## config.mk

```make
export PLATFORM = sky130hd
export DESIGN_NAME = mipe_top
export DESIGN_NICKNAME = d
export VERILOG_FILES = /design/src/logic/mipe_csr_op.v /design/src/logic/mipe_prio.v /design/src/logic/mipe_top.v
export VERILOG_INCLUDE_DIRS = /design/src /design/src/logic
export SDC_FILE = /design/constraint.sdc
export NUM_CORES = 1
export LEC_CHECK = 0
export ABC_AREA = 1
export BUFFER_PORTS_ARGS = -buffer_cell sky130_fd_sc_hd__buf_2
export CORE_AREA = 2 2 134 136
export DETAILED_ROUTE_END_ITERATION = 10
export DIE_AREA = 0 0 136 138
export GPL_ROUTABILITY_DRIVEN = 0
export GPL_TIMING_DRIVEN = 0
export PLACE_DENSITY = 0.67
export REMOVE_ABC_BUFFERS = 1
export SLEW_MARGIN = 5
export SYNTH_ARGS = -nofsm -noshare
export SYNTH_HDL_FRONTEND = slang
export SYNTH_SLANG_ARGS = --single-unit
```

## constraint.sdc

```tcl
create_clock -name i_sys_clk -period 3.7 [get_ports i_sys_clk]
set_input_delay 0.185 -clock i_sys_clk [delete_from_list [all_inputs] [get_ports i_sys_clk]]
set_output_delay 0.185 -clock i_sys_clk [all_outputs]
set_load 0.05 [all_outputs]
```

## src/logic/mipe_defines.vh

```
`ifndef MIPE_DEFINES_VH
`define MIPE_DEFINES_VH

// ---------------------------------------------------------------
// Vector geometry
// ---------------------------------------------------------------
`define MIPE_XLEN        64
`define MIPE_CAUSE_W     6
`define MIPE_STD_LAST    15
`define MIPE_PLAT_FIRST  16

// ---------------------------------------------------------------
// Standard cause bit positions
// ---------------------------------------------------------------
`define MIPE_SSI_BIT     6'h01
`define MIPE_MSI_BIT     6'h03
`define MIPE_STI_BIT     6'h05
`define MIPE_MTI_BIT     6'h07
`define MIPE_SEI_BIT     6'h09
`define MIPE_MEI_BIT     6'h0B
`define MIPE_LCOF_BIT    6'h0D

// ---------------------------------------------------------------
// CSR access operations
// ---------------------------------------------------------------
`define MIPE_OP_W        2
`define MIPE_OP_NONE     2'h0
`define MIPE_OP_WRITE    2'h1
`define MIPE_OP_SET      2'h2
`define MIPE_OP_CLEAR    2'h3

// ---------------------------------------------------------------
// CSR selectors
// ---------------------------------------------------------------
`define MIPE_SEL_W       2
`define MIPE_SEL_PEND    2'h0
`define MIPE_SEL_ENAB    2'h1
`define MIPE_SEL_SPEND   2'h2
`define MIPE_SEL_SENAB   2'h3

// ---------------------------------------------------------------
// Privilege encodings and reset values
// ---------------------------------------------------------------
`define MIPE_PRIV_W      2
`define MIPE_PRIV_M      2'h3
`define MIPE_RST_VEC     64'h0000000000000000
`define MIPE_RST_CAUSE   6'h00

`endif

```

## src/logic/mipe_csr_op.v

```verilog
`timescale 1ns/1ps
// ---------------------------------------------------------------
// CSR write / set / clear merge
// ---------------------------------------------------------------
`include "mipe_defines.vh"
module mipe_csr_op (
    // Access
    input  wire [`MIPE_OP_W-1:0] i_op,
    input  wire [`MIPE_XLEN-1:0] i_old,
    input  wire [`MIPE_XLEN-1:0] i_wdata,
    input  wire [`MIPE_XLEN-1:0] i_mask,
    // Result
    output reg  [`MIPE_XLEN-1:0] o_new
);
    reg [`MIPE_XLEN-1:0] merged;
    always @* begin
        case (i_op)
            `MIPE_OP_WRITE: merged = i_wdata;
            `MIPE_OP_SET:   merged = i_old | i_wdata;
            `MIPE_OP_CLEAR: merged = i_old & ~i_wdata;
            default:        merged = i_old;
        endcase
        // Only writable bits take the merged value
        o_new = (merged & i_mask) | (i_old & ~i_mask);
    end
endmodule

```

## src/logic/mipe_prio.v

```verilog
`timescale 1ns/1ps
// ---------------------------------------------------------------
// Fixed priority cause select
// ---------------------------------------------------------------
`include "mipe_defines.vh"
module mipe_prio (
    // Qualified requests
    input  wire [`MIPE_XLEN-1:0]    i_req,
    // Winner
    output reg                      o_any,
    output reg  [`MIPE_CAUSE_W-1:0] o_cause
);
    integer k;
    always @* begin
        o_any   = 1'h0;
        o_cause = `MIPE_RST_CAUSE;
        // Platform causes rank highest, lowest index first
        for (k = `MIPE_XLEN - 1; k >= `MIPE_PLAT_FIRST; k = k - 1) begin
            if (i_req[k]) begin
                o_any   = 1'h1;
                o_cause = k[`MIPE_CAUSE_W-1:0];
            end
        end
        if (!o_any) begin
            o_any = 1'h1;
            if (i_req[`MIPE_MEI_BIT])
                o_cause = `MIPE_MEI_BIT;
            else if (i_req[`MIPE_MSI_BIT])
                o_cause = `MIPE_MSI_BIT;
            else if (i_req[`MIPE_MTI_BIT])
                o_cause = `MIPE_MTI_BIT;
            else if (i_req[`MIPE_SEI_BIT])
                o_cause = `MIPE_SEI_BIT;
            else if (i_req[`MIPE_SSI_BIT])
                o_cause = `MIPE_SSI_BIT;
            else if (i_req[`MIPE_STI_BIT])
                o_cause = `MIPE_STI_BIT;
            else if (i_req[`MIPE_LCOF_BIT])
                o_cause = `MIPE_LCOF_BIT;
            else
                o_any = 1'h0;
        end
    end
endmodule

```

## src/logic/mipe_top.v

```verilog
// Contract
// - cause i is bit i in both vectors
// - trap needs privilege/enable, pending&enable, undelegated
// - re-evaluate trap every cycle
// - machine interrupts beat lower-level ones
// - writing zero clears writable pending bits
// - enables writable if source exists, else zero
// - machine external pending follows controller only
// - machine timer pending follows timer compare
// - machine soft pending follows memory-mapped register
// - soft pending/enable may be fixed zero
// - no supervisor mode: supervisor bits read zero
// - supervisor external pending writable by software
// - supervisor external reads software bit OR request
// - CSR updates only stored supervisor external bit
// - supervisor timer pending writable
// - supervisor soft writable, controller may set
// - overflow pending read-write, set by overflow flags
// - priority MEI MSI MTI SEI SSI STI LCOF
// - supervisor views show delegated bits only
// - non-maskable interrupt never in pending vector
// - platform causes ranked highest
// - delegated interrupt masked in machine mode
// - delegation uses pending vector bit layout
`timescale 1ns/1ps
`include "mipe_defines.vh"
module mipe_top #(
    parameter HAS_SMODE = 1,
    parameter HAS_MSOFT = 1,
    parameter HAS_LCOF  = 1,
    parameter HAS_DELEG = 1,
    parameter [`MIPE_XLEN-1:0] PLAT_MASK = 64'hFFFFFFFFFFFF0000
) (
    // Clock and reset
    input  wire                     i_sys_clk,
    input  wire                     i_rst_n,
    // CSR access from the hart
    input  wire [`MIPE_OP_W-1:0]    i_csr_op,
    input  wire [`MIPE_SEL_W-1:0]   i_csr_sel,
    input  wire [`MIPE_XLEN-1:0]    i_csr_wdata,
    output reg  [`MIPE_XLEN-1:0]    o_csr_rdata,
    // Hart state
    input  wire [`MIPE_PRIV_W-1:0]  i_priv,
    input  wire                     i_mstatus_mie,
    input  wire [`MIPE_XLEN-1:0]    i_deleg,
    // Interrupt sources
    input  wire                     i_machine_external_req,
    input  wire                     i_supervisor_external_req,
    input  wire                     i_supervisor_soft_set,
    input  wire                     i_machine_timer_req,
    input  wire                     i_machine_soft_req,
    input  wire [`MIPE_XLEN-1:0]    i_event_counter_overflow_flag,
    input  wire [`MIPE_XLEN-1:0]    i_plat_req,
    // Trap request
    output reg                      o_trap_req,
    output reg  [`MIPE_CAUSE_W-1:0] o_trap_cause
);

// ---------------------------------------------------------------
// Writability masks
// ---------------------------------------------------------------
    localparam [`MIPE_XLEN-1:0] ONE = 64'h0000000000000001;
    localparam [`MIPE_XLEN-1:0] S_BITS = (ONE << `MIPE_SEI_BIT) | (ONE << `MIPE_STI_BIT) |
                                         (ONE << `MIPE_SSI_BIT);
    localparam [`MIPE_XLEN-1:0] M_BITS = (ONE << `MIPE_MEI_BIT) | (ONE << `MIPE_MTI_BIT);
    localparam [`MIPE_XLEN-1:0] MS_BIT = ONE << `MIPE_MSI_BIT;
    localparam [`MIPE_XLEN-1:0] LC_BIT = ONE << `MIPE_LCOF_BIT;
    // Pending bits software may store
    localparam [`MIPE_XLEN-1:0] PEND_WR = (HAS_SMODE ? S_BITS : `MIPE_RST_VEC) |
                                          (HAS_LCOF ? LC_BIT : `MIPE_RST_VEC);
    // Enable bits for every source that can become pending
    localparam [`MIPE_XLEN-1:0] ENAB_WR = PEND_WR | M_BITS | PLAT_MASK |
                                          (HAS_MSOFT ? MS_BIT : `MIPE_RST_VEC);
    localparam [`MIPE_XLEN-1:0] DELEG_OK = HAS_SMODE ? (S_BITS | LC_BIT) : `MIPE_RST_VEC;

// ---------------------------------------------------------------
// Stored state
// ---------------------------------------------------------------
    reg  [`MIPE_XLEN-1:0] pend_sw_ff;
    reg  [`MIPE_XLEN-1:0] enab_ff;
    wire [`MIPE_XLEN-1:0] nxt_pend_csr;
    wire [`MIPE_XLEN-1:0] nxt_enab;
    reg  [`MIPE_XLEN-1:0] nxt_pend_sw;
    reg  [`MIPE_XLEN-1:0] pend_view;
    reg  [`MIPE_XLEN-1:0] hw_pend;
    wire [`MIPE_XLEN-1:0] deleg_eff;
    reg  [`MIPE_XLEN-1:0] pend_mask;
    reg  [`MIPE_XLEN-1:0] enab_mask;
    reg  [`MIPE_XLEN-1:0] nxt_rdata;
    wire [`MIPE_XLEN-1:0] m_ready;
    wire                  m_any;
    wire [`MIPE_CAUSE_W-1:0] m_cause;
    wire                  glob_ok;

    assign deleg_eff = HAS_DELEG ? (i_deleg & DELEG_OK) : `MIPE_RST_VEC;

// ---------------------------------------------------------------
// Pending vector composition
// ---------------------------------------------------------------
    always @* begin
        hw_pend = `MIPE_RST_VEC;
        // Read-only bits follow their sources; no NMI bit exists
        hw_pend[`MIPE_MEI_BIT] = i_machine_external_req;
        hw_pend[`MIPE_MTI_BIT] = i_machine_timer_req;
        hw_pend[`MIPE_MSI_BIT] = HAS_MSOFT ? i_machine_soft_req : 1'h0;
        hw_pend = hw_pend | (i_plat_req & PLAT_MASK);
        pend_view = hw_pend | pend_sw_ff;
        if (HAS_SMODE)
            pend_view[`MIPE_SEI_BIT] = pend_sw_ff[`MIPE_SEI_BIT] | i_supervisor_external_req;
    end

// ---------------------------------------------------------------
// CSR access masks (supervisor views restricted to delegation)
// ---------------------------------------------------------------
    always @* begin
        pend_mask = `MIPE_RST_VEC;
        enab_mask = `MIPE_RST_VEC;
        case (i_csr_sel)
            `MIPE_SEL_PEND:  pend_mask = PEND_WR;
            `MIPE_SEL_ENAB:  enab_mask = ENAB_WR;
            `MIPE_SEL_SPEND: pend_mask = PEND_WR & deleg_eff;
            `MIPE_SEL_SENAB: enab_mask = ENAB_WR & deleg_eff;
            default: begin
                pend_mask = `MIPE_RST_VEC;
                enab_mask = `MIPE_RST_VEC;
            end
        endcase
    end

    // Old value is the stored bit, never the controller signal
    mipe_csr_op u_pend_op (
        .i_op    (i_csr_op),
        .i_old   (pend_sw_ff),
        .i_wdata (i_csr_wdata),
        .i_mask  (pend_mask),
        .o_new   (nxt_pend_csr)
    );

    mipe_csr_op u_enab_op (
        .i_op    (i_csr_op),
        .i_old   (enab_ff),
        .i_wdata (i_csr_wdata),
        .i_mask  (enab_mask),
        .o_new   (nxt_enab)
    );

// ---------------------------------------------------------------
// Stored pending update; hardware sets win over clears
// ---------------------------------------------------------------
    always @* begin
        nxt_pend_sw = nxt_pend_csr;
        if (HAS_SMODE && i_supervisor_soft_set)
            nxt_pend_sw[`MIPE_SSI_BIT] = 1'h1;
        if (HAS_LCOF && (|i_event_counter_overflow_flag))
            nxt_pend_sw[`MIPE_LCOF_BIT] = 1'h1;
    end

    always @(posedge i_sys_clk or negedge i_rst_n) begin
        if (!i_rst_n) begin
            pend_sw_ff <= `MIPE_RST_VEC;
            enab_ff    <= `MIPE_RST_VEC;
        end else begin
            pend_sw_ff <= nxt_pend_sw & PEND_WR;
            enab_ff    <= nxt_enab & ENAB_WR;
        end
    end

// ---------------------------------------------------------------
// Read data
// ---------------------------------------------------------------
    always @* begin
        case (i_csr_sel)
            `MIPE_SEL_PEND:  nxt_rdata = pend_view;
            `MIPE_SEL_ENAB:  nxt_rdata = enab_ff;
            `MIPE_SEL_SPEND: nxt_rdata = pend_view & deleg_eff;
            `MIPE_SEL_SENAB: nxt_rdata = enab_ff & deleg_eff;
            default:         nxt_rdata = `MIPE_RST_VEC;
        endcase
    end

// ---------------------------------------------------------------
// Machine trap condition
// ---------------------------------------------------------------
    assign glob_ok = (i_priv != `MIPE_PRIV_M) | i_mstatus_mie;
    // Delegated causes never trap to machine level here
    assign m_ready = glob_ok ? (pend_view & enab_ff & ~deleg_eff) : `MIPE_RST_VEC;

    mipe_prio u_prio (
        .i_req   (m_ready),
        .o_any   (m_any),
        .o_cause (m_cause)
    );

    always @(posedge i_sys_clk or negedge i_rst_n) begin
        if (!i_rst_n) begin
            o_trap_req   <= 1'h0;
            o_trap_cause <= `MIPE_RST_CAUSE;
            o_csr_rdata  <= `MIPE_RST_VEC;
        end else begin
            o_trap_req   <= m_any;
            o_trap_cause <= m_cause;
            o_csr_rdata  <= nxt_rdata;
        end
    end
endmodule

```

## Word-level counts from Yosys, hierarchy flattened

Index checks and enable logic that the tools add are counted.

- Flip-flop bits (word level): 130
- Output and inout port bits: 71

- Equal/unequal tests: 7
- Mux-type cells: 120
- Bitwise operators: 22
- Reductions and logical operators: 4

Operators by type and width:

| cell | count |
|---|---|
| 6-bit 2-to-1 mux | 56 |
| 64-bit bitwise AND | 5 |
| 64-bit case mux with 4 select lines | 1 |
| 64-bit case mux with 3 select lines | 1 |
| 64-bit by 14-bit bitwise AND with 64-bit output | 2 |
| 64-bit NOT | 2 |
| 64-bit bitwise OR | 2 |
| 64-bit case mux with 2 select lines | 1 |
| 32-bit by 1-bit logical AND with 1-bit output, first input constant | 2 |
| 64-bit 2-to-1 mux | 1 |
| 14-bit NOT with 64-bit output | 1 |
| 12-bit by 64-bit bitwise OR with 64-bit output | 1 |
| 64-bit by 14-bit bitwise OR with 64-bit output | 1 |
| 64-bit OR reduction | 1 |
| 1-bit 2-to-1 mux | 58 |
| 14-bit bitwise AND | 3 |
| 14-bit case mux with 3 select lines | 1 |
| 14-bit bitwise OR | 2 |
| 14-bit case mux with 2 select lines | 1 |
| 14-bit NOT | 1 |
| 2-bit equality test, second input constant | 4 |
| 2-bit by 1-bit equality test with 1-bit output, second input constant | 2 |
| 2-bit logical NOT | 1 |
| 2-bit inequality test, second input constant | 1 |
| 1-bit bitwise OR | 2 |

## Depth between registers and ports, before layout

- Word-level depth: 61
- Depth in mapped cells: 49

## Cells and area by module

From an unflattened synthesis, not the netlist that was laid out.

- Cells, all modules: 1468
- Area total of the unflattened synthesis: 9539.1 um^2

Modules (own cells, without submodules):

| module | times used | cells an instance | area each (um^2) | seq. area each (um^2) |
|---|---|---|---|---|
| mipe_top | 1 | 442 | 4913.5 | 3027.9 |
| mipe_csr_op | 2 | 415 | 1884.3 | 0.0 |
| mipe_prio | 1 | 196 | 857.1 | 0.0 |

## Least setup slack after synthesis

No wires, ideal clock.

- Path kind: input -> register
- From: input i_mstatus_mie
- To: register o_trap_cause[0]
- Setup time: 120 ps
- Data arrival time: 2437 ps
- Setup slack: 1142 ps
- Stages: 47
- Buffers on the path: 0
- Cell sequence: nand3b_2 > nand3_2 > nand2_1 > nand2_1 > nand2_1 > nand2_1 > nand2_1 > nand2_1 > nand2_1 > nand2_1 > nand2_1 > nand2_1 > nand2_1 > nand2_1 > nand2_1 > nand2_1 > nand2_1 > nand2_1 > [... 11 more ...] > nand2_1 > nand2_1 > nand2_1 > nand2_1 > nand2_1 > nand2_1 > nand2_1 > nand2_1 > nand2_1 > nand2_1 > nand2_1 > nand2_1 > nand2_1 > nand2_1 > nand2_1 > nand2_1 > nand2_1 > nand2_1

- Word-level cells in the longest chain between the ends: 58
- Elaborated cells between the ends (all ways): 106
- Those cells by class: mux: 105; bitwise: 1

Ends and longest elaborated chain:

| item | RTL line | text |
|---|---|---|
| start, declared | mipe_top.v:44 | `input wire i_mstatus_mie,` |
| 1-bit bitwise OR * | mipe_top.v:184 | `` assign glob_ok = (i_priv != `MIPE_PRIV_M) \| i_mstatus_mie; `` |
| 64-bit 2-to-1 mux (no source line) * | -- |  |
| 6-bit 2-to-1 mux (48 in a row) | mipe_prio.v:19 | `if (i_req[k]) begin` |
| 6-bit 2-to-1 mux | mipe_prio.v:38 | `` else if (i_req[`MIPE_LCOF_BIT]) `` |
| 6-bit 2-to-1 mux | mipe_prio.v:36 | `` else if (i_req[`MIPE_STI_BIT]) `` |
| 6-bit 2-to-1 mux | mipe_prio.v:34 | `` else if (i_req[`MIPE_SSI_BIT]) `` |
| 6-bit 2-to-1 mux | mipe_prio.v:32 | `` else if (i_req[`MIPE_SEI_BIT]) `` |
| 6-bit 2-to-1 mux | mipe_prio.v:30 | `` else if (i_req[`MIPE_MTI_BIT]) `` |
| 6-bit 2-to-1 mux | mipe_prio.v:28 | `` else if (i_req[`MIPE_MSI_BIT]) `` |
| 6-bit 2-to-1 mux | mipe_prio.v:26 | `` if (i_req[`MIPE_MEI_BIT]) `` |
| 6-bit 2-to-1 mux * | mipe_prio.v:24 | `if (!o_any) begin` |
| net m_cause[0] | mipe_top.v:92 | `` wire [`MIPE_CAUSE_W-1:0] m_cause; `` |
| end signal, assigned | mipe_top.v:197 | `` o_trap_cause <= `MIPE_RST_CAUSE; `` |
| end signal, assigned | mipe_top.v:201 | `o_trap_cause <= m_cause;` |
| end, declared | mipe_top.v:56 | `` output reg [`MIPE_CAUSE_W-1:0] o_trap_cause `` |

Mark *: on every way through the listed nets, which the timed path passes. The rest lies on a longest branch.

==> reports/results.tsv <==
stage	metric	value	unit
setup_path	setup.worst_path.start_class	input pin	
job	maxCapViolCount	0	
setup_path	rrSetupSlack	0.71	ns
clock_tree	root_buffer	clkbuf_16	
route	drt-total-wl	19820	um
synthesis	synth_flop_cell	dfrtp_1	
placement	port_buffers	246	
setup_path	path_cells	buf_2 > clkinv_1 > nor2_1 > clkinv_2 > nor2_1 > clkinv_2 > a21oi_1 > o22ai_1	
sta	slew_violations	0	
sta	fmax	305.5	MHz
synthesis	yosysUniqueCellTypes	33	
route	vias_per_cell	4.912	
sta	fin_skew	0.006417	ns
route	first_pass_iters	6	
route	drt_iter0_drc	257	
clock_tree	clk_latency	0.41	ns
synthesis	synth-async-reset-ratio	1.000	
setup_path	cp_slowest_cell	clkinv_2	
global_route	grt_overflow	0	
route	post-route-drc-count	0	
clock_tree	h-tree-depth	4	
route	detail-route-antenna-nets	0	
synthesis	synth_edf_count	0	
cells_and_area	layout-area-overhead-vs-synth	32.38	%
setup_path	cp_data_arrival_time	3.54	ns
synthesis	synth.top_cells.by_count	190 x inv_1, 121 x dfrtp_1, 102 x nand2_1	
synthesis	synth_warnings	0	
synthesis	synth_area_leaders	dfrtp_1 49%, inv_1 11%, o22ai_1 9.4%	
setup_path	cp.depth	8	
setup_path	slowest_delay	0.77	ns
sta	timing.final.crit_share	0.8846	
global_route	grt_pass1_vias	6216	
floorplan	fp.dieW	136	um
cells_and_area	layoutNonFillerInstCount	1281	
setup_path	crit_family	buffers and inverters	
setup_path	end_kind	flop	
floorplan	core_area	17530	um^2
setup_path	worst_r2r_endpoint	o_trap_cause[0]	
clock_tree	cts_tree	yes	
synthesis	synth_top_area_frac	0.4861	
power	powerDensity	522.1	nW/um^2
sta	rsz0062_at_grt	no	
route	wire_per_inst	15.47	um
min_path	hold-path-cell-count	3	
setup_path	crit_path_start	i_csr_sel[0]	
sta	timing.slew.headroom	0.1739	
placement	place_hpwl	13770	um
clock_tree	cts.sinks	121	
floorplan	die_area	18770	um^2
clock_tree	clkTransAtPathRegs	0.06	ns
cells_and_area	post-route-util	0.4702	
power	leakage	0.004598	uW
sta	tightest_slew	1.239	ns
cells_and_area	drive_above_1_share	0.2790	
synthesis	syn_area_per_cell	7.757	um^2
sta	setup_tns	0	ns
global_route	grt_pass1_wl	30910	um
global_route	antenna_found_initial	2	
power	vdd_drop_max	0.3220	mV
floorplan	ios	341	
setup_path	reg2regPathDepth	49	
synthesis	yosysMostFrequentCell	inv_1	
placement	dp_worst_setup_slack	-0.2631	ns
synthesis	synth_seq_cells	121	
sta	fin_crit	3.273	ns
setup_path	crit_required	3.97	ns
synthesis	yosysTopAreaCell	dfrtp_1	
sta	hold_viol_final	0	
clock_tree	cts_made_buffers	17	
global_route	grt.total_usage	0.2111	
route	vias	6292	
synthesis	netlist_instances	803	
setup_path	critPathBufInv	4	
floorplan	start_util	0.3552	
floorplan	die_y	138	um
synthesis	syn_area	6228	um^2
sta	setup_viol	0	
sta	fin_hold_ws	0.02623	ns
setup_path	worstPathMaxFanout	52	
sta	fin_ws	0.4268	ns
outcome	status	completed	
min_path	hold_class	in -> reg	
global_route	grt_max_degree	75	
synthesis	yosysSeqAreaShare	0.4861	
clock_tree	post-cts-setup-buffers	0	
clock_tree	cts_buffer_depth	2	
placement	dp_cells	1248	
setup_path	worst-setup-path-type	in -> reg	
cells_and_area	fin_nets	1312	
floorplan	row_count	49	
==> stage by stage <==
| step | instance area [um^2] | power (uW) |
|---|---|---|
| after CTS | 8228 | 4334 |
| after floorplan | 6068 | 2389 |
| after global routing | 8243 | 4538 |
| after global placement | 7586 | 2752 |
| after detailed placement | 7675 | 2781 |
| final | 8245 | 4305 |
==> placed cells by master (no fill, tap or decap), types with 4 or more instances in the layout <==
master     netlist  routed
dfrtp_1        121     121
nand4_1          5       5
o22ai_1         94      94
clkinv_1         8       6
a21oi_1         61      61
conb_1           1       9
clkbuf_8         0       4
nor2_1          34      34
a22o_1           4       4
clkbuf_16        0      17
nand3_1         33      33
o21ai_0         16      16
clkinv_2         0       5
nor4_1          21      21
inv_1          190     190
nand2_1        102     100
a32o_1           4       4
buf_2            2     245
inv_2            8       8
nor3_1          44      44
==> per-layer routing <==
| layer | GRT usage | vias up | routed length [um] |
|---|---|---|---|
| li1 | - | 3109 | - |
| met1 | 0.2496 | 2917 | 8202 |
| met2 | 0.3679 | 245 | 9999 |
| met3 | 0.05537 | 21 | 1293 |
| met4 | 0.07237 | 0 | 322 |
| met5 | 0 | - | 0 |
==> area by class of cell <==
cell class / instances / area (um^2)
clock buffer: 23 / 488.0
timing repair buffer: 251 / 1333
tap: 229 / 286.5
antenna: 2 / 5.005
fill: 1785 / 9289
multi-input combinational: 445 / 2285
inverter: 206 / 775.7
sequential: 121 / 3028
clock inverter: 4 / 45.04
==> kinds of logic (layout without fill, tap and decap cells) <==
group / Yosys count / after routing / synth area share
buffers and inverters: 247 / 484 / 0.1547
and+or+nand+nor: 245 / 247 / 0.1784
AOI/OAI and AO/OA: 189 / 189 / 0.1802
DFF: 121 / 121 / 0.4861
other: 1 / 11 / 0.0006021
==> power by group <==
| part | internal [uW] | total (uW) | switching, uW | leakage, uW |
|---|---|---|---|---|
| Combinational | 365 | 1190 | 825 | 0.00281 |
| Clock | 971 | 1540 | 572 | 0.000266 |
| Sequential | 1510 | 1570 | 60.1 | 0.00152 |
==> timing repair <==
item,4_1_cts,5_1_grt
endpoints found under the hold margin,48,0
hold buffers,2,0
endpoints found under the setup margin,0,1
resized for setup,0,0
==> worst min-delay path by stage <==
stage | start | to | slack, ns
after global routing | i_plat_req[57] | o_csr_rdata[57] | 0.01
after floorplan | i_rst_n | asynchronous set/reset pin | -0.11
after CTS | i_supervisor_external_req | o_csr_rdata[9] | 0.01
final | i_supervisor_external_req | o_csr_rdata[9] | 0.03
after detailed placement | i_rst_n | o_csr_rdata[45] | 0.16
after global placement | i_supervisor_soft_set | pend_sw_ff[1] | 0.38
==> worst register-to-register path: cells and delay by family (launching register included) <==
kind / cells / cell delay [ns]
and+or+nand+nor: 48 / 2.45
buffers and inverters: 1 / 0.07
DFF: 1 / 0.34
Power figures use the tool's default switching activity.
